[src/common/node_cfg_pkg.sv]
package node_cfg_pkg;

  // ----------------------------------------------------------------
  // register numbers
  // ----------------------------------------------------------------
  localparam logic [7:0] REG_SWITCH_CONFIGURATION = 8'h04;
  localparam logic [7:0] REG_NODE_IDENTIFIER = 8'h05;
  localparam logic [7:0] REG_SYNTHESIZER_SETTINGS = 8'h06;
  localparam logic [7:0] REG_SWITCH_CLOCK_DIVIDER = 8'h07;
  localparam logic [7:0] REG_REFERENCE_CLOCK_DIVIDER = 8'h08;
  localparam logic [7:0] REG_TEST_PORT_DEVICE_ID = 8'h09;
  localparam logic [7:0] REG_USER_CODE = 8'h0A;
  localparam logic [7:0] REG_ROUTE_DIRECTIONS_LOW = 8'h0C;
  localparam logic [7:0] REG_ROUTE_DIRECTIONS_HIGH = 8'h0D;
  localparam logic [7:0] REG_RESERVED_A = 8'h10;
  localparam logic [7:0] REG_RESERVED_B = 8'h11;
  localparam logic [7:0] REG_DEBUG_EVENT_SOURCE = 8'h1F;

  // ----------------------------------------------------------------
  // field positions and widths
  // ----------------------------------------------------------------
  localparam int SWCFG_LOCK_ALL_BIT = 31;
  localparam int SWCFG_LOCK_SYNTH_BIT = 8;
  localparam int SWCFG_HEADER_BIT = 0;
  localparam int SYN_NO_RESET_BIT = 31;
  localparam int SYN_NO_WAIT_BIT = 30;
  localparam int SYN_BYPASS_BIT = 29;
  localparam int SYN_BOOT_TP_BIT = 28;
  localparam int SYN_OD_LSB = 23;
  localparam int SYN_OD_W = 3;
  localparam int SYN_F_LSB = 8;
  localparam int SYN_F_W = 13;
  localparam int SYN_R_LSB = 0;
  localparam int SYN_R_W = 7;
  localparam int NODE_ID_W = 16;
  localparam int DIV_W = 16;
  localparam int DIR_W = 4;
  localparam int USERCODE_LSB = 18;
  localparam int USERCODE_W = 14;
  localparam int REVISION_W = 18;
  localparam int RSVD_W = 2;
  localparam int DBG_TILE0_BIT = 0;
  localparam int DBG_TILE1_BIT = 1;
  localparam int DBG_SPARE_BIT = 4;

  // ----------------------------------------------------------------
  // reset values
  // ----------------------------------------------------------------
  localparam logic [31:0] SWCFG_RESET = 32'h0000_0000;
  localparam logic [15:0] NODE_ID_RESET = 16'h0000;
  localparam logic [31:0] SYNTH_RESET = 32'h0000_0000;
  localparam logic [15:0] SWDIV_RESET = 16'h0000;
  localparam logic [15:0] REFDIV_RESET = 16'h0003;
  localparam logic [31:0] DIRS_RESET = 32'h0000_0000;
  localparam logic [1:0] RSVD_RESET = 2'h0;

  // ----------------------------------------------------------------
  // timing
  // ----------------------------------------------------------------
  localparam int CLK_PERIOD_PS = 4000;
  localparam int TILE_RESET_NS = 100;
  localparam int TILE_RESET_CYCLES = (TILE_RESET_NS * 1000 + CLK_PERIOD_PS - 1) / CLK_PERIOD_PS;
  localparam int LOCK_SETTLE_NS = 1000;
  localparam int LOCK_SETTLE_CYCLES = (LOCK_SETTLE_NS * 1000 + CLK_PERIOD_PS - 1) / CLK_PERIOD_PS;
  localparam int RELOCK_TIMEOUT_US = 100;
  localparam int RELOCK_TIMEOUT_CYCLES = (RELOCK_TIMEOUT_US * 1000000) / CLK_PERIOD_PS;
  localparam int SEQ_CNT_W = 16;

  // ----------------------------------------------------------------
  // synthesizer update sequence
  // ----------------------------------------------------------------
  typedef enum logic [1:0] {
    SEQ_IDLE = 2'b00,
    SEQ_WAIT_LOCK = 2'b01,
    SEQ_TILE_RESET = 2'b10
  } seq_state_t;

endpackage

[src/design/route_dir_select.sv]
`timescale 1ns/1ps

// picks the direction of the highest mismatching identifier bit
module route_dir_select #(
  parameter int ID_W = 16,
  parameter int DIR_W = 4,
  parameter int DIM_W = $clog2(ID_W)
) (
  input wire logic clk_sys,
  input wire logic sys_rst,
  input wire logic req_valid,
  input wire logic [ID_W-1:0] req_dest,
  input wire logic [ID_W-1:0] node_id,
  input wire logic [ID_W*DIR_W-1:0] dir_table,
  output logic resp_valid,
  output logic resp_local,
  output logic [DIM_W-1:0] resp_dim,
  output logic [DIR_W-1:0] resp_dir
);

  logic [ID_W-1:0] diff;
  logic found;
  logic [DIM_W-1:0] dim;

  // ----------------------------------------------------------------
  // most significant mismatch search
  // ----------------------------------------------------------------
  always_comb begin
    diff = req_dest ^ node_id;
    found = 1'b0;
    dim = '0;
    for (int i = 0; i < ID_W; i++) begin
      if (diff[i]) begin
        found = 1'b1;
        dim = DIM_W'(i);
      end
    end
  end

  // registered answer one cycle after the request
  always_ff @(posedge clk_sys or posedge sys_rst) begin
    if (sys_rst) begin
      resp_valid <= 1'b0;
      resp_local <= 1'b0;
      resp_dim <= '0;
      resp_dir <= '0;
    end else begin
      resp_valid <= req_valid;
      if (req_valid) begin
        resp_local <= ~found;
        resp_dim <= dim;
        resp_dir <= dir_table[dim*DIR_W +: DIR_W];
      end
    end
  end

endmodule // route_dir_select

[src/design/switch_node_config_regs.sv]
`timescale 1ns/1ps

// Operation
// - top switch-config bit blocks control register writes
// - switch-config bit 8 blocks synthesizer writes
// - switch-config bit 0 picks header length
// - sixteen-bit node identity, upper bits reserved
// - synthesizer write resets tile unless suppressed
// - synthesizer bit 31 applies without reset
// - synthesizer bit 30 skips relock wait
// - synthesizer bit 29 selects bypass
// - synthesizer bit 28 boots from test port
// - synthesizer bits 25:23 output divider
// - synthesizer bits 20:8 feedback multiplier
// - synthesizer bits 6:0 input divider
// - sixteen-bit switch clock divider, reset zero
// - sixteen-bit reference clock divider, reset three
// - user code reads otp code and revision
// - low direction table covers dimensions 0-7
// - high direction table covers dimensions 8-15
// - route by highest mismatching identifier bit
// - eight nibbles per table, lowest dimension first
// - debug source shows which tile raised event
module switch_node_config_regs #(
  parameter logic [31:0] DEVICE_ID_CODE = 32'h1234_5671, // arbitrary value
  parameter logic [17:0] REVISION_CODE = 18'h00001, // arbitrary value
  parameter int RELOCK_TIMEOUT = node_cfg_pkg::RELOCK_TIMEOUT_CYCLES
) (
  input wire logic clk_sys,
  input wire logic sys_rst,
  input wire logic cfg_valid,
  input wire logic cfg_write,
  input wire logic [7:0] cfg_addr,
  input wire logic [31:0] cfg_wdata,
  output logic cfg_ack,
  output logic cfg_err,
  output logic [31:0] cfg_rdata,
  input wire logic [13:0] otp_user_code,
  input wire logic synth_lock_pin,
  input wire logic tile0_debug_event,
  input wire logic tile1_debug_event,
  input wire logic route_req_valid,
  input wire logic [15:0] route_req_dest,
  output logic route_resp_valid,
  output logic route_resp_local,
  output logic [3:0] route_resp_dim,
  output logic [3:0] route_resp_dir,
  output logic one_byte_header,
  output logic [15:0] node_id,
  output logic synth_bypass,
  output logic boot_from_test_port,
  output logic [2:0] synth_output_divider,
  output logic [12:0] synth_feedback_mult,
  output logic [6:0] synth_input_divider,
  output logic [15:0] switch_clock_divider,
  output logic [15:0] reference_clock_divider,
  output logic synth_relock_busy,
  output logic tile_reset
);

  localparam logic [15:0] TILE_RESET_LEN = 16'(node_cfg_pkg::TILE_RESET_CYCLES);
  localparam logic [15:0] LOCK_SETTLE_LEN = 16'(node_cfg_pkg::LOCK_SETTLE_CYCLES);
  localparam logic [15:0] RELOCK_LIMIT = 16'(RELOCK_TIMEOUT);

  // ----------------------------------------------------------------
  // register state
  // ----------------------------------------------------------------
  logic [31:0] swcfg_q;
  logic [15:0] node_id_q;
  logic [31:0] synth_q;
  logic [15:0] swdiv_q;
  logic [15:0] refdiv_q;
  logic [31:0] dirs_low_q;
  logic [31:0] dirs_high_q;
  logic [1:0] rsvd_a_q;
  logic [1:0] rsvd_b_q;
  logic [1:0] dbg_src_q;
  logic dbg_spare_q;

  // ----------------------------------------------------------------
  // access decode
  // ----------------------------------------------------------------
  logic wr;
  logic rd;
  logic lock_all;
  logic lock_synth;
  logic seq_busy;
  logic mapped;
  logic read_only;
  logic blocked;
  logic wr_ok;
  logic wr_synth;
  logic [31:0] rdata_d;

  assign wr = cfg_valid & cfg_write;
  assign rd = cfg_valid & ~cfg_write;
  assign lock_all = swcfg_q[node_cfg_pkg::SWCFG_LOCK_ALL_BIT];
  assign lock_synth = swcfg_q[node_cfg_pkg::SWCFG_LOCK_SYNTH_BIT];

  // which numbers answer, and which refuse writes
  always_comb begin
    mapped = 1'b1;
    read_only = 1'b0;
    case (cfg_addr)
      node_cfg_pkg::REG_SWITCH_CONFIGURATION: mapped = 1'b1;
      node_cfg_pkg::REG_NODE_IDENTIFIER: mapped = 1'b1;
      node_cfg_pkg::REG_SYNTHESIZER_SETTINGS: mapped = 1'b1;
      node_cfg_pkg::REG_SWITCH_CLOCK_DIVIDER: mapped = 1'b1;
      node_cfg_pkg::REG_REFERENCE_CLOCK_DIVIDER: mapped = 1'b1;
      node_cfg_pkg::REG_TEST_PORT_DEVICE_ID: read_only = 1'b1;
      node_cfg_pkg::REG_USER_CODE: read_only = 1'b1;
      node_cfg_pkg::REG_ROUTE_DIRECTIONS_LOW: mapped = 1'b1;
      node_cfg_pkg::REG_ROUTE_DIRECTIONS_HIGH: mapped = 1'b1;
      node_cfg_pkg::REG_RESERVED_A: mapped = 1'b1;
      node_cfg_pkg::REG_RESERVED_B: mapped = 1'b1;
      node_cfg_pkg::REG_DEBUG_EVENT_SOURCE: mapped = 1'b1;
      default: mapped = 1'b0;
    endcase
  end

  // protection: lock_all guards every register but its own
  always_comb begin
    blocked = 1'b0;
    if (lock_all && cfg_addr != node_cfg_pkg::REG_SWITCH_CONFIGURATION) begin
      blocked = 1'b1;
    end
    if (cfg_addr == node_cfg_pkg::REG_SYNTHESIZER_SETTINGS && (lock_synth || seq_busy)) begin
      blocked = 1'b1;
    end
  end

  assign wr_ok = wr & mapped & ~read_only & ~blocked;
  assign wr_synth = wr_ok & (cfg_addr == node_cfg_pkg::REG_SYNTHESIZER_SETTINGS);

  // ----------------------------------------------------------------
  // answer to the configuration port
  // ----------------------------------------------------------------
  always_comb begin
    rdata_d = 32'h0000_0000;
    case (cfg_addr)
      node_cfg_pkg::REG_SWITCH_CONFIGURATION: begin
        rdata_d[node_cfg_pkg::SWCFG_LOCK_ALL_BIT] = lock_all;
        rdata_d[node_cfg_pkg::SWCFG_LOCK_SYNTH_BIT] = lock_synth;
        rdata_d[node_cfg_pkg::SWCFG_HEADER_BIT] = swcfg_q[node_cfg_pkg::SWCFG_HEADER_BIT];
      end
      node_cfg_pkg::REG_NODE_IDENTIFIER: rdata_d[15:0] = node_id_q;
      node_cfg_pkg::REG_SYNTHESIZER_SETTINGS: rdata_d = synth_q;
      node_cfg_pkg::REG_SWITCH_CLOCK_DIVIDER: rdata_d[15:0] = swdiv_q;
      node_cfg_pkg::REG_REFERENCE_CLOCK_DIVIDER: rdata_d[15:0] = refdiv_q;
      node_cfg_pkg::REG_TEST_PORT_DEVICE_ID: rdata_d = DEVICE_ID_CODE;
      node_cfg_pkg::REG_USER_CODE: rdata_d = {otp_user_code, REVISION_CODE};
      node_cfg_pkg::REG_ROUTE_DIRECTIONS_LOW: rdata_d = dirs_low_q;
      node_cfg_pkg::REG_ROUTE_DIRECTIONS_HIGH: rdata_d = dirs_high_q;
      node_cfg_pkg::REG_RESERVED_A: rdata_d[1:0] = rsvd_a_q;
      node_cfg_pkg::REG_RESERVED_B: rdata_d[1:0] = rsvd_b_q;
      node_cfg_pkg::REG_DEBUG_EVENT_SOURCE: begin
        rdata_d[1:0] = dbg_src_q;
        rdata_d[node_cfg_pkg::DBG_SPARE_BIT] = dbg_spare_q;
      end
      default: rdata_d = 32'h0000_0000;
    endcase
  end

  // one answer per request, the next cycle
  always_ff @(posedge clk_sys or posedge sys_rst) begin
    if (sys_rst) begin
      cfg_ack <= 1'b0;
      cfg_err <= 1'b0;
      cfg_rdata <= 32'h0000_0000;
    end else begin
      cfg_ack <= cfg_valid;
      cfg_err <= cfg_valid & (~mapped & ~read_only | wr & (read_only | blocked));
      cfg_rdata <= rd ? rdata_d : 32'h0000_0000;
    end
  end

  // ----------------------------------------------------------------
  // switch configuration and node identity
  // ----------------------------------------------------------------
  always_ff @(posedge clk_sys or posedge sys_rst) begin
    if (sys_rst) begin
      swcfg_q <= node_cfg_pkg::SWCFG_RESET;
      node_id_q <= node_cfg_pkg::NODE_ID_RESET;
    end else if (wr_ok) begin
      if (cfg_addr == node_cfg_pkg::REG_SWITCH_CONFIGURATION) begin
        swcfg_q <= 32'h0000_0000;
        swcfg_q[node_cfg_pkg::SWCFG_LOCK_ALL_BIT] <= cfg_wdata[node_cfg_pkg::SWCFG_LOCK_ALL_BIT];
        swcfg_q[node_cfg_pkg::SWCFG_LOCK_SYNTH_BIT] <= cfg_wdata[node_cfg_pkg::SWCFG_LOCK_SYNTH_BIT];
        swcfg_q[node_cfg_pkg::SWCFG_HEADER_BIT] <= cfg_wdata[node_cfg_pkg::SWCFG_HEADER_BIT];
      end
      if (cfg_addr == node_cfg_pkg::REG_NODE_IDENTIFIER) begin
        node_id_q <= cfg_wdata[15:0];
      end
    end
  end

  // ----------------------------------------------------------------
  // clock dividers, direction tables, spare bits
  // ----------------------------------------------------------------
  always_ff @(posedge clk_sys or posedge sys_rst) begin
    if (sys_rst) begin
      swdiv_q <= node_cfg_pkg::SWDIV_RESET;
      refdiv_q <= node_cfg_pkg::REFDIV_RESET;
      dirs_low_q <= node_cfg_pkg::DIRS_RESET;
      dirs_high_q <= node_cfg_pkg::DIRS_RESET;
      rsvd_a_q <= node_cfg_pkg::RSVD_RESET;
      rsvd_b_q <= node_cfg_pkg::RSVD_RESET;
    end else if (wr_ok) begin
      case (cfg_addr)
        node_cfg_pkg::REG_SWITCH_CLOCK_DIVIDER: swdiv_q <= cfg_wdata[15:0];
        node_cfg_pkg::REG_REFERENCE_CLOCK_DIVIDER: refdiv_q <= cfg_wdata[15:0];
        node_cfg_pkg::REG_ROUTE_DIRECTIONS_LOW: dirs_low_q <= cfg_wdata;
        node_cfg_pkg::REG_ROUTE_DIRECTIONS_HIGH: dirs_high_q <= cfg_wdata;
        node_cfg_pkg::REG_RESERVED_A: rsvd_a_q <= cfg_wdata[1:0];
        node_cfg_pkg::REG_RESERVED_B: rsvd_b_q <= cfg_wdata[1:0];
        default: ;
      endcase
    end
  end

  // ----------------------------------------------------------------
  // debug event source
  // ----------------------------------------------------------------
  // a new event wins over a clearing write in the same cycle
  always_ff @(posedge clk_sys or posedge sys_rst) begin
    if (sys_rst) begin
      dbg_src_q <= 2'h0;
      dbg_spare_q <= 1'b0;
    end else begin
      if (tile0_debug_event || tile1_debug_event) begin
        dbg_src_q <= {tile1_debug_event, tile0_debug_event};
      end else if (wr_ok && cfg_addr == node_cfg_pkg::REG_DEBUG_EVENT_SOURCE) begin
        dbg_src_q <= cfg_wdata[1:0];
      end
      if (wr_ok && cfg_addr == node_cfg_pkg::REG_DEBUG_EVENT_SOURCE) begin
        dbg_spare_q <= cfg_wdata[node_cfg_pkg::DBG_SPARE_BIT];
      end
    end
  end

  // ----------------------------------------------------------------
  // synthesizer settings
  // ----------------------------------------------------------------
  // reserved bits are dropped on store
  always_ff @(posedge clk_sys or posedge sys_rst) begin
    if (sys_rst) begin
      synth_q <= node_cfg_pkg::SYNTH_RESET;
    end else if (wr_synth) begin
      synth_q <= 32'h0000_0000;
      synth_q[node_cfg_pkg::SYN_NO_RESET_BIT] <= cfg_wdata[node_cfg_pkg::SYN_NO_RESET_BIT];
      synth_q[node_cfg_pkg::SYN_NO_WAIT_BIT] <= cfg_wdata[node_cfg_pkg::SYN_NO_WAIT_BIT];
      synth_q[node_cfg_pkg::SYN_BYPASS_BIT] <= cfg_wdata[node_cfg_pkg::SYN_BYPASS_BIT];
      synth_q[node_cfg_pkg::SYN_BOOT_TP_BIT] <= cfg_wdata[node_cfg_pkg::SYN_BOOT_TP_BIT];
      synth_q[node_cfg_pkg::SYN_OD_LSB +: node_cfg_pkg::SYN_OD_W] <=
        cfg_wdata[node_cfg_pkg::SYN_OD_LSB +: node_cfg_pkg::SYN_OD_W];
      synth_q[node_cfg_pkg::SYN_F_LSB +: node_cfg_pkg::SYN_F_W] <=
        cfg_wdata[node_cfg_pkg::SYN_F_LSB +: node_cfg_pkg::SYN_F_W];
      synth_q[node_cfg_pkg::SYN_R_LSB +: node_cfg_pkg::SYN_R_W] <=
        cfg_wdata[node_cfg_pkg::SYN_R_LSB +: node_cfg_pkg::SYN_R_W];
    end
  end

  // ----------------------------------------------------------------
  // lock input synchroniser
  // ----------------------------------------------------------------
  logic lock_s1_q;
  logic lock_s2_q;
  logic lock_s3_q;
  logic lock_q;

  // three stages; level follows once stages two and three agree
  always_ff @(posedge clk_sys or posedge sys_rst) begin
    if (sys_rst) begin
      lock_s1_q <= 1'b0;
      lock_s2_q <= 1'b0;
      lock_s3_q <= 1'b0;
      lock_q <= 1'b0;
    end else begin
      lock_s1_q <= synth_lock_pin;
      lock_s2_q <= lock_s1_q;
      lock_s3_q <= lock_s2_q;
      if (lock_s2_q == lock_s3_q) begin
        lock_q <= lock_s3_q;
      end
    end
  end

  // ----------------------------------------------------------------
  // update sequence: relock wait, then tile reset
  // ----------------------------------------------------------------
  node_cfg_pkg::seq_state_t seq_q;
  logic [15:0] seq_cnt_q;
  logic no_reset_q;

  assign seq_busy = (seq_q != node_cfg_pkg::SEQ_IDLE);

  always_ff @(posedge clk_sys or posedge sys_rst) begin
    if (sys_rst) begin
      seq_q <= node_cfg_pkg::SEQ_IDLE;
      seq_cnt_q <= 16'h0000;
      no_reset_q <= 1'b0;
    end else begin
      case (seq_q)
        node_cfg_pkg::SEQ_IDLE: begin
          seq_cnt_q <= 16'h0000;
          if (wr_synth) begin
            no_reset_q <= cfg_wdata[node_cfg_pkg::SYN_NO_RESET_BIT];
            if (!cfg_wdata[node_cfg_pkg::SYN_NO_WAIT_BIT]) begin
              seq_q <= node_cfg_pkg::SEQ_WAIT_LOCK;
            end else if (!cfg_wdata[node_cfg_pkg::SYN_NO_RESET_BIT]) begin
              seq_q <= node_cfg_pkg::SEQ_TILE_RESET;
            end
          end
        end
        node_cfg_pkg::SEQ_WAIT_LOCK: begin
          seq_cnt_q <= seq_cnt_q + 16'h0001;
          if ((seq_cnt_q >= LOCK_SETTLE_LEN - 16'h0001 && lock_q) ||
              seq_cnt_q >= RELOCK_LIMIT - 16'h0001) begin
            seq_cnt_q <= 16'h0000;
            seq_q <= no_reset_q ? node_cfg_pkg::SEQ_IDLE : node_cfg_pkg::SEQ_TILE_RESET;
          end
        end
        node_cfg_pkg::SEQ_TILE_RESET: begin
          seq_cnt_q <= seq_cnt_q + 16'h0001;
          if (seq_cnt_q >= TILE_RESET_LEN - 16'h0001) begin
            seq_cnt_q <= 16'h0000;
            seq_q <= node_cfg_pkg::SEQ_IDLE;
          end
        end
        default: seq_q <= node_cfg_pkg::SEQ_IDLE;
      endcase
    end
  end

  // ----------------------------------------------------------------
  // route lookup
  // ----------------------------------------------------------------
  route_dir_select #(
    .ID_W(node_cfg_pkg::NODE_ID_W),
    .DIR_W(node_cfg_pkg::DIR_W)
  ) u_route (
    .clk_sys(clk_sys),
    .sys_rst(sys_rst),
    .req_valid(route_req_valid),
    .req_dest(route_req_dest),
    .node_id(node_id_q),
    .dir_table({dirs_high_q, dirs_low_q}),
    .resp_valid(route_resp_valid),
    .resp_local(route_resp_local),
    .resp_dim(route_resp_dim),
    .resp_dir(route_resp_dir)
  );

  // ----------------------------------------------------------------
  // outputs
  // ----------------------------------------------------------------
  // configuration outputs straight from the registers
  assign one_byte_header = swcfg_q[node_cfg_pkg::SWCFG_HEADER_BIT];
  assign node_id = node_id_q;
  assign synth_bypass = synth_q[node_cfg_pkg::SYN_BYPASS_BIT];
  assign boot_from_test_port = synth_q[node_cfg_pkg::SYN_BOOT_TP_BIT];
  assign synth_output_divider = synth_q[node_cfg_pkg::SYN_OD_LSB +: node_cfg_pkg::SYN_OD_W];
  assign synth_feedback_mult = synth_q[node_cfg_pkg::SYN_F_LSB +: node_cfg_pkg::SYN_F_W];
  assign synth_input_divider = synth_q[node_cfg_pkg::SYN_R_LSB +: node_cfg_pkg::SYN_R_W];
  assign switch_clock_divider = swdiv_q;
  assign reference_clock_divider = refdiv_q;
  assign synth_relock_busy = (seq_q == node_cfg_pkg::SEQ_WAIT_LOCK);
  assign tile_reset = (seq_q == node_cfg_pkg::SEQ_TILE_RESET);

endmodule // switch_node_config_regs

[config.mk]
export PLATFORM = sky130hd
export DESIGN_NAME = switch_node_config_regs
export DESIGN_NICKNAME = d
export VERILOG_FILES = /design/src/common/node_cfg_pkg.sv /design/src/design/route_dir_select.sv /design/src/design/switch_node_config_regs.sv
export SDC_FILE = /design/constraint.sdc
export NUM_CORES = 1
export LEC_CHECK = 0
export BUFFER_PORTS_ARGS = -buffer_cell sky130_fd_sc_hd__clkbuf_2
export CORE_AREA = 2 2 157 159
export CTS_CLUSTER_DIAMETER = 150
export CTS_CLUSTER_SIZE = 40
export DETAILED_ROUTE_END_ITERATION = 16
export DIE_AREA = 0 0 159 161
export GPL_TIMING_DRIVEN = 1
export PLACE_DENSITY = 0.66
export SLEW_MARGIN = 20
export SYNTH_ARGS = -nofsm -noshare
export SYNTH_HDL_FRONTEND = slang
export SYNTH_SLANG_ARGS = --single-unit
[constraint.sdc]
create_clock -name clk_sys -period 9.95 [get_ports clk_sys]
set_input_delay 1.4925 -clock clk_sys [delete_from_list [all_inputs] [get_ports clk_sys]]
set_output_delay 1.4925 -clock clk_sys [all_outputs]
set_load 0.02 [all_outputs]
; ---- After elaboration in Yosys (flattened, before gate mapping)
; Index checks and enable logic that the tools add are counted.
[totals]
output_inout_bits = 120
register_bits = 216
input_bits = 78
[op_classes]
n_eq_ne = 20
n_bitwise = 17
addsub = 1
muxes = 57
shifts = 1
n_reduce_logical = 23
magnitude_cmp = 3
[ops]
columns = operator, n
row1 = 15-bit one-hot mux with 5 select lines, 1
row2 = 64-bit by 7-bit variable part select with 4-bit output, 1
row3 = 7-bit one-hot mux with 7 select lines, 1
row4 = 16-bit one-hot mux with 3 select lines, 1
row5 = 8-bit by 4-bit equality test with 1-bit output (second input constant), 5
row6 = 8-bit by 3-bit equality test with 1-bit output (second input constant), 4
row7 = 16-bit 2-to-1 mux, 2
row8 = 32-bit 2-to-1 mux, 1
row9 = 4-bit 2-to-1 mux, 8
row10 = 8-bit by 5-bit equality test with 1-bit output (second input constant), 3
row11 = 1-bit 2-to-1 mux, 21
row12 = 3-bit one-hot mux with 7 select lines, 1
row13 = 2-bit 2-to-1 mux, 10
row14 = 2-bit AND reduction, 9
row15 = 16-bit by 1-bit adder with 16-bit output (second input constant), 1
row16 = 16-bit by 15-bit greater-or-equal comparator with 1-bit output (second input constant), 1
row17 = 16-bit by 5-bit greater-or-equal comparator with 1-bit output (second input constant), 1
row18 = 16-bit by 8-bit greater-or-equal comparator with 1-bit output (second input constant), 1
row19 = 16-bit bitwise XOR, 1
row20 = 3-bit 2-to-1 mux, 4
row21 = 2-bit one-hot mux with 6 select lines, 1
row22 = 12-bit OR reduction, 1
row23 = 1-bit one-hot mux with 11 select lines, 1
row24 = 1-bit bitwise AND, 9
row25 = other kinds (21), 33

; ---- Depth between registers and ports, before layout
; Gate-level depths: netlist (run 1).
[logic_depth]
word_depth = 18
mapped_depth = 10

; ---- Hierarchy
; Synthesis (run 1) repeated with hierarchy kept, for this count alone.
[hier_totals]
hier_cells = 956
area_unflattened_um2 = 11185.7
[by_module_without_submodules]
columns = mod, cells_each, instances, area_per_inst_um2, seq_area_each_um2
row1 = switch_node_config_regs, 776, 1, 9698.1, 5157.4
row2 = route_dir_select, 180, 1, 1487.7, 250.2

; ---- Worst setup path before layout (run 1)
; OpenSTA, ideal clock, no wires.
[synth_path]
kind = input -> register
from = in cfg_addr[4]
to = reg swdiv_q[0] (netlist: switch_clock_divider[0])
n_path_buf = 3
setup_slack_ns = 6.163
required_ns = 9.822
cell_stages = 10
arrival_time_ns = 3.660
path_cell_list = or4_1 clkbuf_1 or2_0 clkbuf_1 a22oi_2 o211ai_2 nor2_4 nand2_2 buf_6 mux2_1
[synth_via]
elab_chain_cells = 7
[synth_rtl]
columns = item, line_no
row1 = start: declaration, switch_node_config_regs.sv:33  ; input wire logic [7:0] cfg_addr,
row2 = "8-bit by 3-bit equality test with 1-bit output, or another cell as far along", "switch_node_config_regs.sv:104, switch_node_config_regs.sv:127"
row3 = "12-bit OR reduction (no source line), or another cell as far along", n/a
row4 = 1-bit 2-to-1 mux (on tied branches), "switch_node_config_regs.sv:104, switch_node_config_regs.sv:124"
row5 = "1-bit bitwise AND, or another cell as far along", switch_node_config_regs.sv:132  ; assign wr_ok = wr & mapped & ~read_only & ~blocked;
row6 = 1-bit bitwise AND or 1-bit NOT (tied branches), switch_node_config_regs.sv:132
row7 = 1-bit bitwise AND, switch_node_config_regs.sv:132
row8 = 2-bit AND reduction (no source line) (*), n/a
row9 = end signal: assignment, switch_node_config_regs.sv:202  ; swdiv_q <= node_cfg_pkg::SWDIV_RESET;
row10 = end signal: assignment, switch_node_config_regs.sv:210  ; node_cfg_pkg::REG_SWITCH_CLOCK_DIVIDER: swdiv_q <= cfg_wdata[15:0];
row11 = end: declaration, switch_node_config_regs.sv:71  ; logic [15:0] swdiv_q;
; Mark *: on every way between the ends. The rest lies on a longest branch, timed or not.
; A chain may end at the register's enable or synchronous reset.

; ---- Worst setup path after layout (run 1)
[layout_path]
from = in cfg_addr[4]
to = reg seq_q[1]
[layout_via]
elab_chain_cells = 9
[layout_rtl]
columns = item, line_no
row1 = "8-bit by 3-bit equality test with 1-bit output, or another cell as far along", "switch_node_config_regs.sv:104, switch_node_config_regs.sv:127, switch_node_config_regs.sv:133"
row2 = "12-bit OR reduction (no source line), or another cell as far along", n/a
row3 = 1-bit 2-to-1 mux (on tied branches), "switch_node_config_regs.sv:104, switch_node_config_regs.sv:124"
row4 = "1-bit bitwise AND, or another cell as far along", switch_node_config_regs.sv:132
row5 = 1-bit bitwise AND or 1-bit NOT (tied branches), switch_node_config_regs.sv:132
row6 = 1-bit bitwise AND, switch_node_config_regs.sv:132
row7 = 1-bit bitwise AND (*), switch_node_config_regs.sv:133  ; assign wr_synth = wr_ok & (cfg_addr == node_cfg_pkg::REG_SYNTHESIZER_SETTINGS);
row8 = 2-bit != test (no source line) (*), n/a
row9 = 4-bit AND reduction (no source line) (*), n/a
row10 = end signal: assignment, switch_node_config_regs.sv:299  ; seq_q <= node_cfg_pkg::SEQ_IDLE;
row11 = end signal: assignment, switch_node_config_regs.sv:309  ; seq_q <= node_cfg_pkg::SEQ_WAIT_LOCK;
row12 = end signal: assignment, switch_node_config_regs.sv:311  ; seq_q <= node_cfg_pkg::SEQ_TILE_RESET;
row13 = end: declaration, switch_node_config_regs.sv:291  ; node_cfg_pkg::seq_state_t seq_q;
; Marked as above.

==> results of run 1 <==
==> state kept, by name, indices dropped and copies added (netlist names), 2 cells and up <==
| register | flops |
|---|---|
| cfg_rdata | 32 |
| dbg_src_q | 2 |
| dirs_high_q | 32 |
| dirs_low_q | 32 |
| node_id | 16 |
| reference_clock_divider | 16 |
| rsvd_a_q | 2 |
| rsvd_b_q | 2 |
| seq_cnt_q | 16 |
| seq_q | 2 |
| swcfg_q | 3 |
| switch_clock_divider | 16 |
| synth_q | 27 |
| u_route.resp_dim | 4 |
| u_route.resp_dir | 4 |
==> cells in the final DEF (no fill, tap or decap), drive strengths merged, types with 11 or more instances in the layout <==
cell,count
a31oi,19
a222oi,22
a22o,14
nand2b,12
mux2i,25
mux2,161
xnor2,11
xor2,12
nand3,13
nand2,45
inv,12
nor2,46
a22oi,26
buf,13
a21oi,29
clkbuf,209
a221oi,11
dfrtp,214
o21ai,27
a21o,11
==> worst max-delay path by stage <==
stage | from | endpoint | slack [ns] | depth (start not counted)
2_1_floorplan | sys_rst | cfg_ack | 2.55 | 1
3_3_place_gp | cfg_addr[4] | seq_q[0] | 5.39 | 9
3_5_place_dp | cfg_addr[4] | seq_q[1] | 5.26 | 9
4_1_cts | cfg_addr[4] | seq_q[1] | 5.78 | 9
5_1_grt | cfg_addr[4] | seq_q[0] | 5.63 | 9
6_report | cfg_addr[4] | seq_q[1] | 5.77 | 9
==> per-layer routing <==
metal | global-route usage | wire (µm)
met1 | 0.336 | 13600
met2 | 0.380 | 14200
met3 | 0.0385 | 2120
met4 | 0.0562 | 693
met5 | 0 | 0
==> logic make-up (layout without fill, tap and decap cells) <==
group | count (synthesis) | after routing
XOR/XNOR | 23 | 23
flip-flops | 216 | 216
buffers and inverters | 84 | 236
adder cells (fa/ha/maj) | 8 | 8
AO/OA/AOI/OAI | 204 | 204
AND/OR/NAND/NOR | 165 | 165
multiplexers | 186 | 186
==> layout make-up <==
type                       count  area [µm²]
fill                        2205       12000
sequential                   216        5410
multi-input combinational    586        4700
timing repair buffer         210        1080
tap                          324         405
clock buffer                  12         236
inverter                      13        56.3
clock inverter                 1        30.0
==> per-stage QoR <==
step / worst slack [ns] / hold slack [ns] / area (µm²) / utilization / std cells
finish: 5.77 / 0.361 / 11900 / 0.498 / 1362
global route: 5.63 / 0.378 / 11900 / 0.498 / 1362
CTS: 5.78 / 0.368 / 11900 / 0.497 / 1362
detailed placement: 5.26 / 0.342 / 11600 / 0.486 / 1349
global placement: 5.39 / 0.334 / 11600 / 0.486 / 1349
floorplan: 2.55 / 0.331 / 10600 / - / 886
==> power breakdown <==
group	switching (mW)	total (mW)	internal [mW]
clock network	0.280	0.456	0.176
registers	0.0132	0.905	0.892
logic	0.137	0.211	0.0735
total	0.431	1.57	1.14
==> run_results.csv, run 1 <==
group,metric,value,unit
timing,min_period_over_period,0.420,
yosys,yosys.area.top_type,"dfrtp_1",
yosys,syn_area,0.0106,mm²
cells_and_area,num_antenna_cells,0,
global_route,grt_pass1_vias,7877,
die,core,0.0240,mm²
timing,slew_headroom,0.309,
yosys,synth.net_count,971,
yosys,ys_seq_area_frac,0.512,
power,cellPowerDensity,132,mW/mm²
critical_path,end_kind,"register",
timing,hold_viol,0,
die,die_x,159,µm
yosys,synth.distinct_cells,65,
routing,wl_per_cell,22.5,µm
routing,ant_nets,0,
yosys,synth_warnings,0,
timing,rsz0062_at_grt,"no",
clock_tree,cts_setup_buffers,0,
global_route,grt_pass1_wl,47200,µm
yosys,synth_common_cells,"dfrtp_1, mux2_2, nor2_1",
critical_path,cp.required,10.33,ns
routing,drt_iter0_markers,686,
status,outcome,"completed",
clock_tree,cts_htree_levels,1,
worst_hold_path,min_from,"lock_s1_q",
critical_path,path_class,"input port to register",
global_route,gr-total-overflow,0,
clock_tree,clock_latency,0.48,ns
critical_path,worstReg2RegEnd,"seq_q[1]",
timing,fin_worst_skew,0.0283,ns
timing,final_max_slew_viol_count,0,
yosys,synthMostInstantiatedCell,"dfrtp_1",
yosys,avgSynthCellArea,11.9,µm²
yosys,synth_compound_area_frac,0.141,
power,vdd_drop_max,0.148,mV
critical_path,r2r_setup_slack,6.86,ns
clock_tree,cts_resized,0,
cells_and_area,finalNetCount,1121,
clock_tree,hold_buffers,0,
critical_path,r2r_start,"seq_q[0]",
critical_path,critPathTopFamily,"compound AO/OA/AOI/OAI gates",
die,start_util,0.441,
power,total_leakage_power,5.87,nW
worst_hold_path,hp-class,"register to register",
clock_tree,cts_tree,"built",
cells_and_area,syn_to_final_growth,12.9,%
die,dieHeight,161,µm
clock_tree,clkTransAtPathRegs,0.15,ns
yosys,synth_fa_ha_area_frac,0.00924,
clock_tree,clockBufferDepth,3,
worst_hold_path,holdPathStages,0,
placement,io_buffers,197,
critical_path,cpPeakStageDelay,0.76,ns
routing,vias_per_cell,5.90,
yosys,synth.top_cell.area_share,0.507,
die,rows,57,
run,timing.max_cap.violations,0,
global_route,grt_max_degree,143,
yosys,synthSimpleGateAreaFrac,0.0789,
critical_path,path_cells,"clkbuf_2 -> or4_1 -> or2_0 -> a22oi_2 -> o2111a_1 -> buf_4 -> nand2b_1 -> a221oi_1 -> a21oi_1",
clock_tree,numCtsBuffers,9,
yosys,async_flop_share,1.00,
timing,fmax,239,MHz
worst_hold_path,whs_endpoint,"lock_s2_q",
timing,min_period,4.18,ns
critical_path,arrival,4.56,ns
placement,place.gp.congestion,0.884,
timing,report.final.setup_viol,0,
die,ioPinCount,198,
critical_path,startpoint_type,"input port",
timing,tns,0,ns
cells_and_area,layout-drive-gt1-share,0.375,
routing,drc_errors,0,
clock_tree,cts.sink_count,216,
clock_tree,clock-root-buffer,"clkbuf_16",
routing,dr_total_vias,8034,
critical_path,cp_max_fo,19,
timing,max_slew.worst_pin.slew,1.04,ns
yosys,synthMuxAreaShare,0.195,
die,die_area,0.0256,mm²
global_route,track_usage,0.236,
yosys,synth_top_family_by_area,"multiplexers",
routing,routed_wl,30600,µm
critical_path,cpMaxStageDelayCell,"o2111a_1",
yosys,ys.flop_type,"dfrtp_1",
placement,hpwl,21700,µm
global_route,antenna_found_initial,0,
yosys,synthTopCellsByArea,"dfrtp_1, mux2_2, mux2i_1",
power,power.total,1.57,mW
critical_path,worstRegToRegCells,10,
critical_path,timing.critical_path.buf_inv,2,
yosys,synth_edf_count,0,
yosys,ys_ff_latch,216,
yosys,synthXorXnorAreaFrac,0.0191,
routing,first_pass_iters,5,
yosys,syn_inst,886,
No activity file was read; power rests on OpenSTA's default activity.
==> inputs of run 2 (changes only) <==
Clock period 9.95 ns to 4.15 ns, I/O delays scaled along.
==> run_results.csv, run 2 (synthesized netlist as in run 1, its figures left out) <==
group,metric,value,unit
status,outcome,"completed",
critical_path,r2r_setup_slack,1.17,ns
clock_tree,cts_tree,"built",
global_route,grt_pass1_vias,7955,
die,die_area,0.0256,mm²
die,rows,57,
global_route,gr-total-overflow,0,
clock_tree,cts_resized,0,
power,cellPowerDensity,311,mW/mm²
timing,rsz0062_at_grt,"no",
die,ioPinCount,198,
global_route,grt_max_degree,72,
die,start_util,0.441,
critical_path,cpMaxStageDelayCell,"nor2_1",
clock_tree,clockBufferDepth,3,
critical_path,arrival,3.40,ns
cells_and_area,final_area,0.0120,mm²
cells_and_area,num_antenna_cells,0,
timing,hold_viol,0,
routing,dr_total_vias,7969,
cells_and_area,final_cell_mix,"dfrtp_1, clkbuf_2, mux2_2",
power,power.total,3.74,mW
global_route,antenna_found_initial,0,
timing,final_max_slew_viol_count,0,
timing,max_slew.worst_pin.slew,0.999,ns
cells_and_area,finalNetCount,1132,
routing,ant_nets,0,
critical_path,timing.critical_path.buf_inv,1,
cells_and_area,reg_top3,"cfg_rdata x32, dirs_high_q x32, dirs_low_q x32",
placement,dpl.cell_count,1360,
cells_and_area,final_common_cell,"dfrtp_1",
clock_tree,cts_htree_levels,1,
critical_path,path_class,"register to register",
critical_path,critPathLaunch,"node_id[6]",
power,vdd_drop_max,0.404,mV
routing,wl_per_cell,21.8,µm
clock_tree,cts_setup_buffers,0,
placement,hpwl,21900,µm
power,total_leakage_power,5.93,nW
clock_tree,clock-root-buffer,"clkbuf_16",
critical_path,end_kind,"register",
critical_path,cp_max_fo,12,
critical_path,r2r_start,"node_id[6]",
critical_path,cp.required,4.57,ns
worst_hold_path,min_from,"cfg_valid",
clock_tree,clock_latency,0.49,ns
timing,timing.hold.ws,0.252,ns
timing,fmax,336,MHz
clock_tree,clkTransAtPathRegs,0.14,ns
global_route,grt_pass1_wl,46400,µm
routing,drc_errors,0,
die,dieHeight,161,µm
timing,min_period_over_period,0.718,
cells_and_area,syn_to_final_growth,13.8,%
cells_and_area,stdcell_count,1372,
clock_tree,numCtsBuffers,9,
cells_and_area,layout-drive-gt1-share,0.382,
placement,io_buffers,197,
clock_tree,hold_buffers,0,
die,die_x,159,µm
die,core,0.0240,mm²
timing,fin_worst_skew,0.0384,ns
critical_path,path_cells,"xnor2_1 -> nand4_1 -> o211a_1 -> nor2_1 -> buf_4 -> mux2_2 -> a211o_1 -> o221ai_1",
timing,report.final.setup_viol,0,
timing,min_period,2.98,ns
timing,slew_headroom,0.331,
routing,drt_iter0_markers,733,
worst_hold_path,hp-class,"input port to register",
routing,first_pass_iters,6,
critical_path,cpPeakStageDelay,0.46,ns
placement,place.gp.congestion,0.870,
routing,routed_wl,29900,µm
critical_path,critPathTopFamily,"compound AO/OA/AOI/OAI gates",
clock_tree,cts.sink_count,216,
global_route,track_usage,0.232,
critical_path,startpoint_type,"register",
routing,vias_per_cell,5.81,
placement,place_area,0.0118,mm²
run,timing.max_cap.violations,0,
timing,tns,0,ns
run 2: cell count changes in the layout (fill, tap and decap cells not counted), sizes merged:
| cell | change |
|---|---|
| clkbuf | -1 |
| inv | -1 |
| clkinvlp | +1 |
| buf | +11 |
run 2: stage by stage:
stage                      util  worst slack, ns
after floorplan               -            0.717
after global placement    0.490            0.786
after detailed placement  0.490            0.718
after CTS                 0.501             1.20
after global routing      0.501            0.991
final                     0.501             1.17
run 2: final timing paths:
kind,endpoint,cells past startpoint
min in group asynchronous,cfg_rdata[8],2
max reg2reg,u_route.resp_dir[0],8
max,u_route.resp_dir[0],8
min,cfg_ack,1
max in group asynchronous,synth_q[16],3
min reg2reg,lock_s2_q,0
run 2: area by class of cell:
class                   instances  area (µm²)
multi-input cells             586        4700
flip-flops and latches        216        5410
fillers                      2273       11900
clock buffers                  11         233
repair buffers                221        1190
inverters                      13        52.6
clock inverters                 1        30.0
well taps                     324         405
run 2: layer usage:
metal  vias to the layer above  wire length [µm]  track usage
met5                         -                 0            0
met4                         0               754       0.0603
met3                        38              1960       0.0383
met2                       295             14100        0.376
met1                      4040             13200        0.326
li1                       3596                 -            -
run 2: power breakdown:
group          internal, mW  switching, mW
clock                 0.418          0.669
sequential             2.14         0.0298
combinational         0.179          0.306
total                  2.73           1.01
==> inputs of run 3 (changes only) <==
Settings changed: ABC_AREA set to 1, PLACE_DENSITY 0.66 to 0.69.
Clock period 4.15 ns to 2.4 ns, I/O delays scaled along.
==> run_results.csv, run 3 <==
group,metric,value,unit
status,outcome,"completed",
die,dieHeight,161,µm
clock_tree,clockBufferDepth,3,
yosys,yosys.area.top_type,"dfrtp_1",
yosys,synthMostInstantiatedCell,"nand2_1",
power,total_leakage_power,6.05,nW
timing,slew_headroom,0.492,
critical_path,r2r_start,"node_id[3]",
yosys,ys_ff_latch,216,
routing,wl_per_cell,18.0,µm
global_route,antenna_found_initial,0,
cells_and_area,final_cell_mix,"nand2_1, dfrtp_1, clkbuf_2",
timing,min_period,2.27,ns
worst_hold_path,min_from,"tile1_debug_event",
critical_path,end_kind,"register",
critical_path,path_cells,"xnor2_2 -> nand2_1 -> nand2_1 -> nand2_1 -> nand2_1 -> nand2_1 -> nand2_1 -> nand2_1 -> nand2_1 -> nand2_1 -> nand2_1 -> nand2_2 -> nand2_8 -> clkbuf_16 -> nand3_1 -> nand3_2 -> nand3_1 -> nand3_1 -> nand2_1 -> nand2_1 -> nand2_1",
timing,max_slew.worst_pin.slew,0.761,ns
critical_path,worstRegToRegCells,21,
clock_tree,cts_htree_levels,1,
routing,routed-wl-met2,14500,µm
yosys,ys_seq_area_frac,0.511,
critical_path,arrival,2.66,ns
timing,final_max_slew_viol_count,0,
routing,dr_total_vias,9370,
timing,min_period_over_period,0.944,
yosys,synthTopCellsByArea,"dfrtp_1, nand2_1, inv_1",
die,core,0.0240,mm²
yosys,synth.distinct_cells,54,
global_route,gr-total-overflow,0,
cells_and_area,final_common_cell,"nand2_1",
clock_tree,numCtsBuffers,9,
die,die_x,159,µm
critical_path,path_common_cell,"nand2_1",
yosys,synth_edf_count,0,
routing,met3_length,2410,µm
yosys,synth.top_cell.area_share,0.506,
cells_and_area,fin_util,0.522,
worst_hold_path,holdPathStages,2,
power,vdd_drop_max,0.459,mV
die,die_area,0.0256,mm²
routing,drc_errors,0,
critical_path,cp_max_fo,8,
global_route,track_usage,0.244,
yosys,synth_common_cells,"nand2_1, dfrtp_1, inv_1",
cells_and_area,finalNetCount,1526,
yosys,syn_inst,1254,
routing,routed_wl,31800,µm
worst_hold_path,whs_endpoint,"dbg_src_q[0]",
critical_path,startpoint_type,"register",
yosys,synth.net_count,1339,
yosys,synth_warnings,0,
routing,met1_length,14200,µm
yosys,async_flop_share,1.00,
timing,fmax,441,MHz
critical_path,cpPeakStageDelay,0.46,ns
cells_and_area,layout-drive-gt1-share,0.217,
die,start_util,0.441,
global_route,grt_pass1_wl,49900,µm
clock_tree,clkTransAtPathRegs,0.15,ns
critical_path,cp.required,2.79,ns
global_route,grt_pass1_vias,8987,
power,cellPowerDensity,519,mW/mm²
timing,rsz0062_at_grt,"yes",
clock_tree,cts.sink_count,216,
routing,top_layer,"met4",
routing,ant_nets,0,
critical_path,path_class,"register to register",
routing,first_pass_iters,5,
clock_tree,clock-root-buffer,"clkbuf_16",
clock_tree,clock_latency,0.49,ns
critical_path,cpMaxStageDelayCell,"dfrtp_2",
routing,drt_iter0_markers,705,
critical_path,critPathLaunch,"node_id[3]",
yosys,avgSynthCellArea,8.43,µm²
cells_and_area,reg_top3,"cfg_rdata x32, dirs_high_q x32, dirs_low_q x32",
placement,place.gp.congestion,0.904,
cells_and_area,syn_to_final_growth,18.2,%
timing,fin_worst_skew,0.0333,ns
die,ioPinCount,198,
clock_tree,cts_tree,"built",
cells_and_area,num_antenna_cells,0,
yosys,ys.flop_type,"dfrtp_1",
yosys,syn_area,0.0106,mm²
placement,io_buffers,197,
worst_hold_path,hp-class,"input port to register",
routing,vias_per_cell,5.31,
critical_path,r2r_setup_slack,0.13,ns
timing,hold_viol,0,
critical_path,worstReg2RegEnd,"u_route.resp_dir[3]",
placement,hpwl,23400,µm
run,timing.max_cap.violations,0,
clock_tree,cts_setup_buffers,0,
placement,place_area,0.0121,mm²
cells_and_area,final_area,0.0125,mm²
die,rows,57,
timing,report.final.setup_viol,0,
global_route,grt_max_degree,65,
[run 3: per-stage QoR]
stage	std cells	power (mW)	worst slack (ns)	hold slack, ns	TNS [ns]
global placement	1747	4.63	0.0481	0.333	0
finish	1764	6.49	0.133	0.0809	0
floorplan	1254	4.31	-0.770	0.331	-164.98
detailed placement	1747	4.65	0.0104	0.341	0
global route	1764	6.74	-0.0665	0.0662	-0.234
CTS	1760	6.50	0.0209	0.0720	0
[run 3: worst max-delay path by stage]
| stage | to | slack [ns] | depth (start not counted) |
|---|---|---|---|
| floorplan | cfg_ack | -0.77 | 1 |
| global placement | u_route.resp_dir[2] | 0.05 | 22 |
| detailed placement | u_route.resp_dir[2] | 0.01 | 22 |
| CTS | u_route.resp_dir[2] | 0.02 | 21 |
| global route | u_route.resp_dir[2] | -0.07 | 24 |
| finish | u_route.resp_dir[3] | 0.13 | 21 |
[run 3: power breakdown]
| part | internal, mW | leakage [nW] | switching (mW) |
|---|---|---|---|
| Combinational | 0.300 | 2.96 | 0.580 |
| Clock | 0.711 | 0.122 | 1.16 |
| Sequential | 3.69 | 2.96 | 0.0440 |
| Total | 4.70 | 6.05 | 1.78 |
[run 3: cells by family (layout without fill, tap and decap cells)]
kind of cell | Yosys count | in the layout | share of synthesized area
DFF | 216 | 216 | 0.511
AOI/OAI and AO/OA | 279 | 279 | 0.156
adders and majority gates | 8 | 8 | 0.00923
xor gates and xnor gates | 26 | 26 | 0.0222
and+or+nand+nor | 494 | 495 | 0.202
buffers and inverters | 231 | 416 | 0.0991
[run 3: what timing repair did]
item                                    CTS  global route
hold buffers                              3             0
endpoints found under the setup margin    0            11
endpoints found under the hold margin    15             0
gates resized for setup                   0            11
[run 3: worst max-delay path: cells and delay by family (launching register included)]
kind | cells | cell delay (ns)
buf+inv | 1 | 0.18
xor+xnor | 1 | 0.18
flops | 1 | 0.46
simple gates | 19 | 1.37
[run 3: area by class of cell]
cell class,instances,area (µm²)
tap,324,405
inverter,157,596
clock buffer,9,225
multi-input combinational,808,4190
timing repair buffer,249,1650
fill,2368,11500
clock inverter,1,30.0
sequential,216,5410
[run 3: layer usage]
| layer | vias up | track usage |
|---|---|---|
| met3 | 38 | 0.0385 |
| met4 | 0 | 0.0558 |
| met5 | - | 0 |
| met1 | 4491 | 0.353 |
| li1 | 4481 | - |
| met2 | 360 | 0.390 |
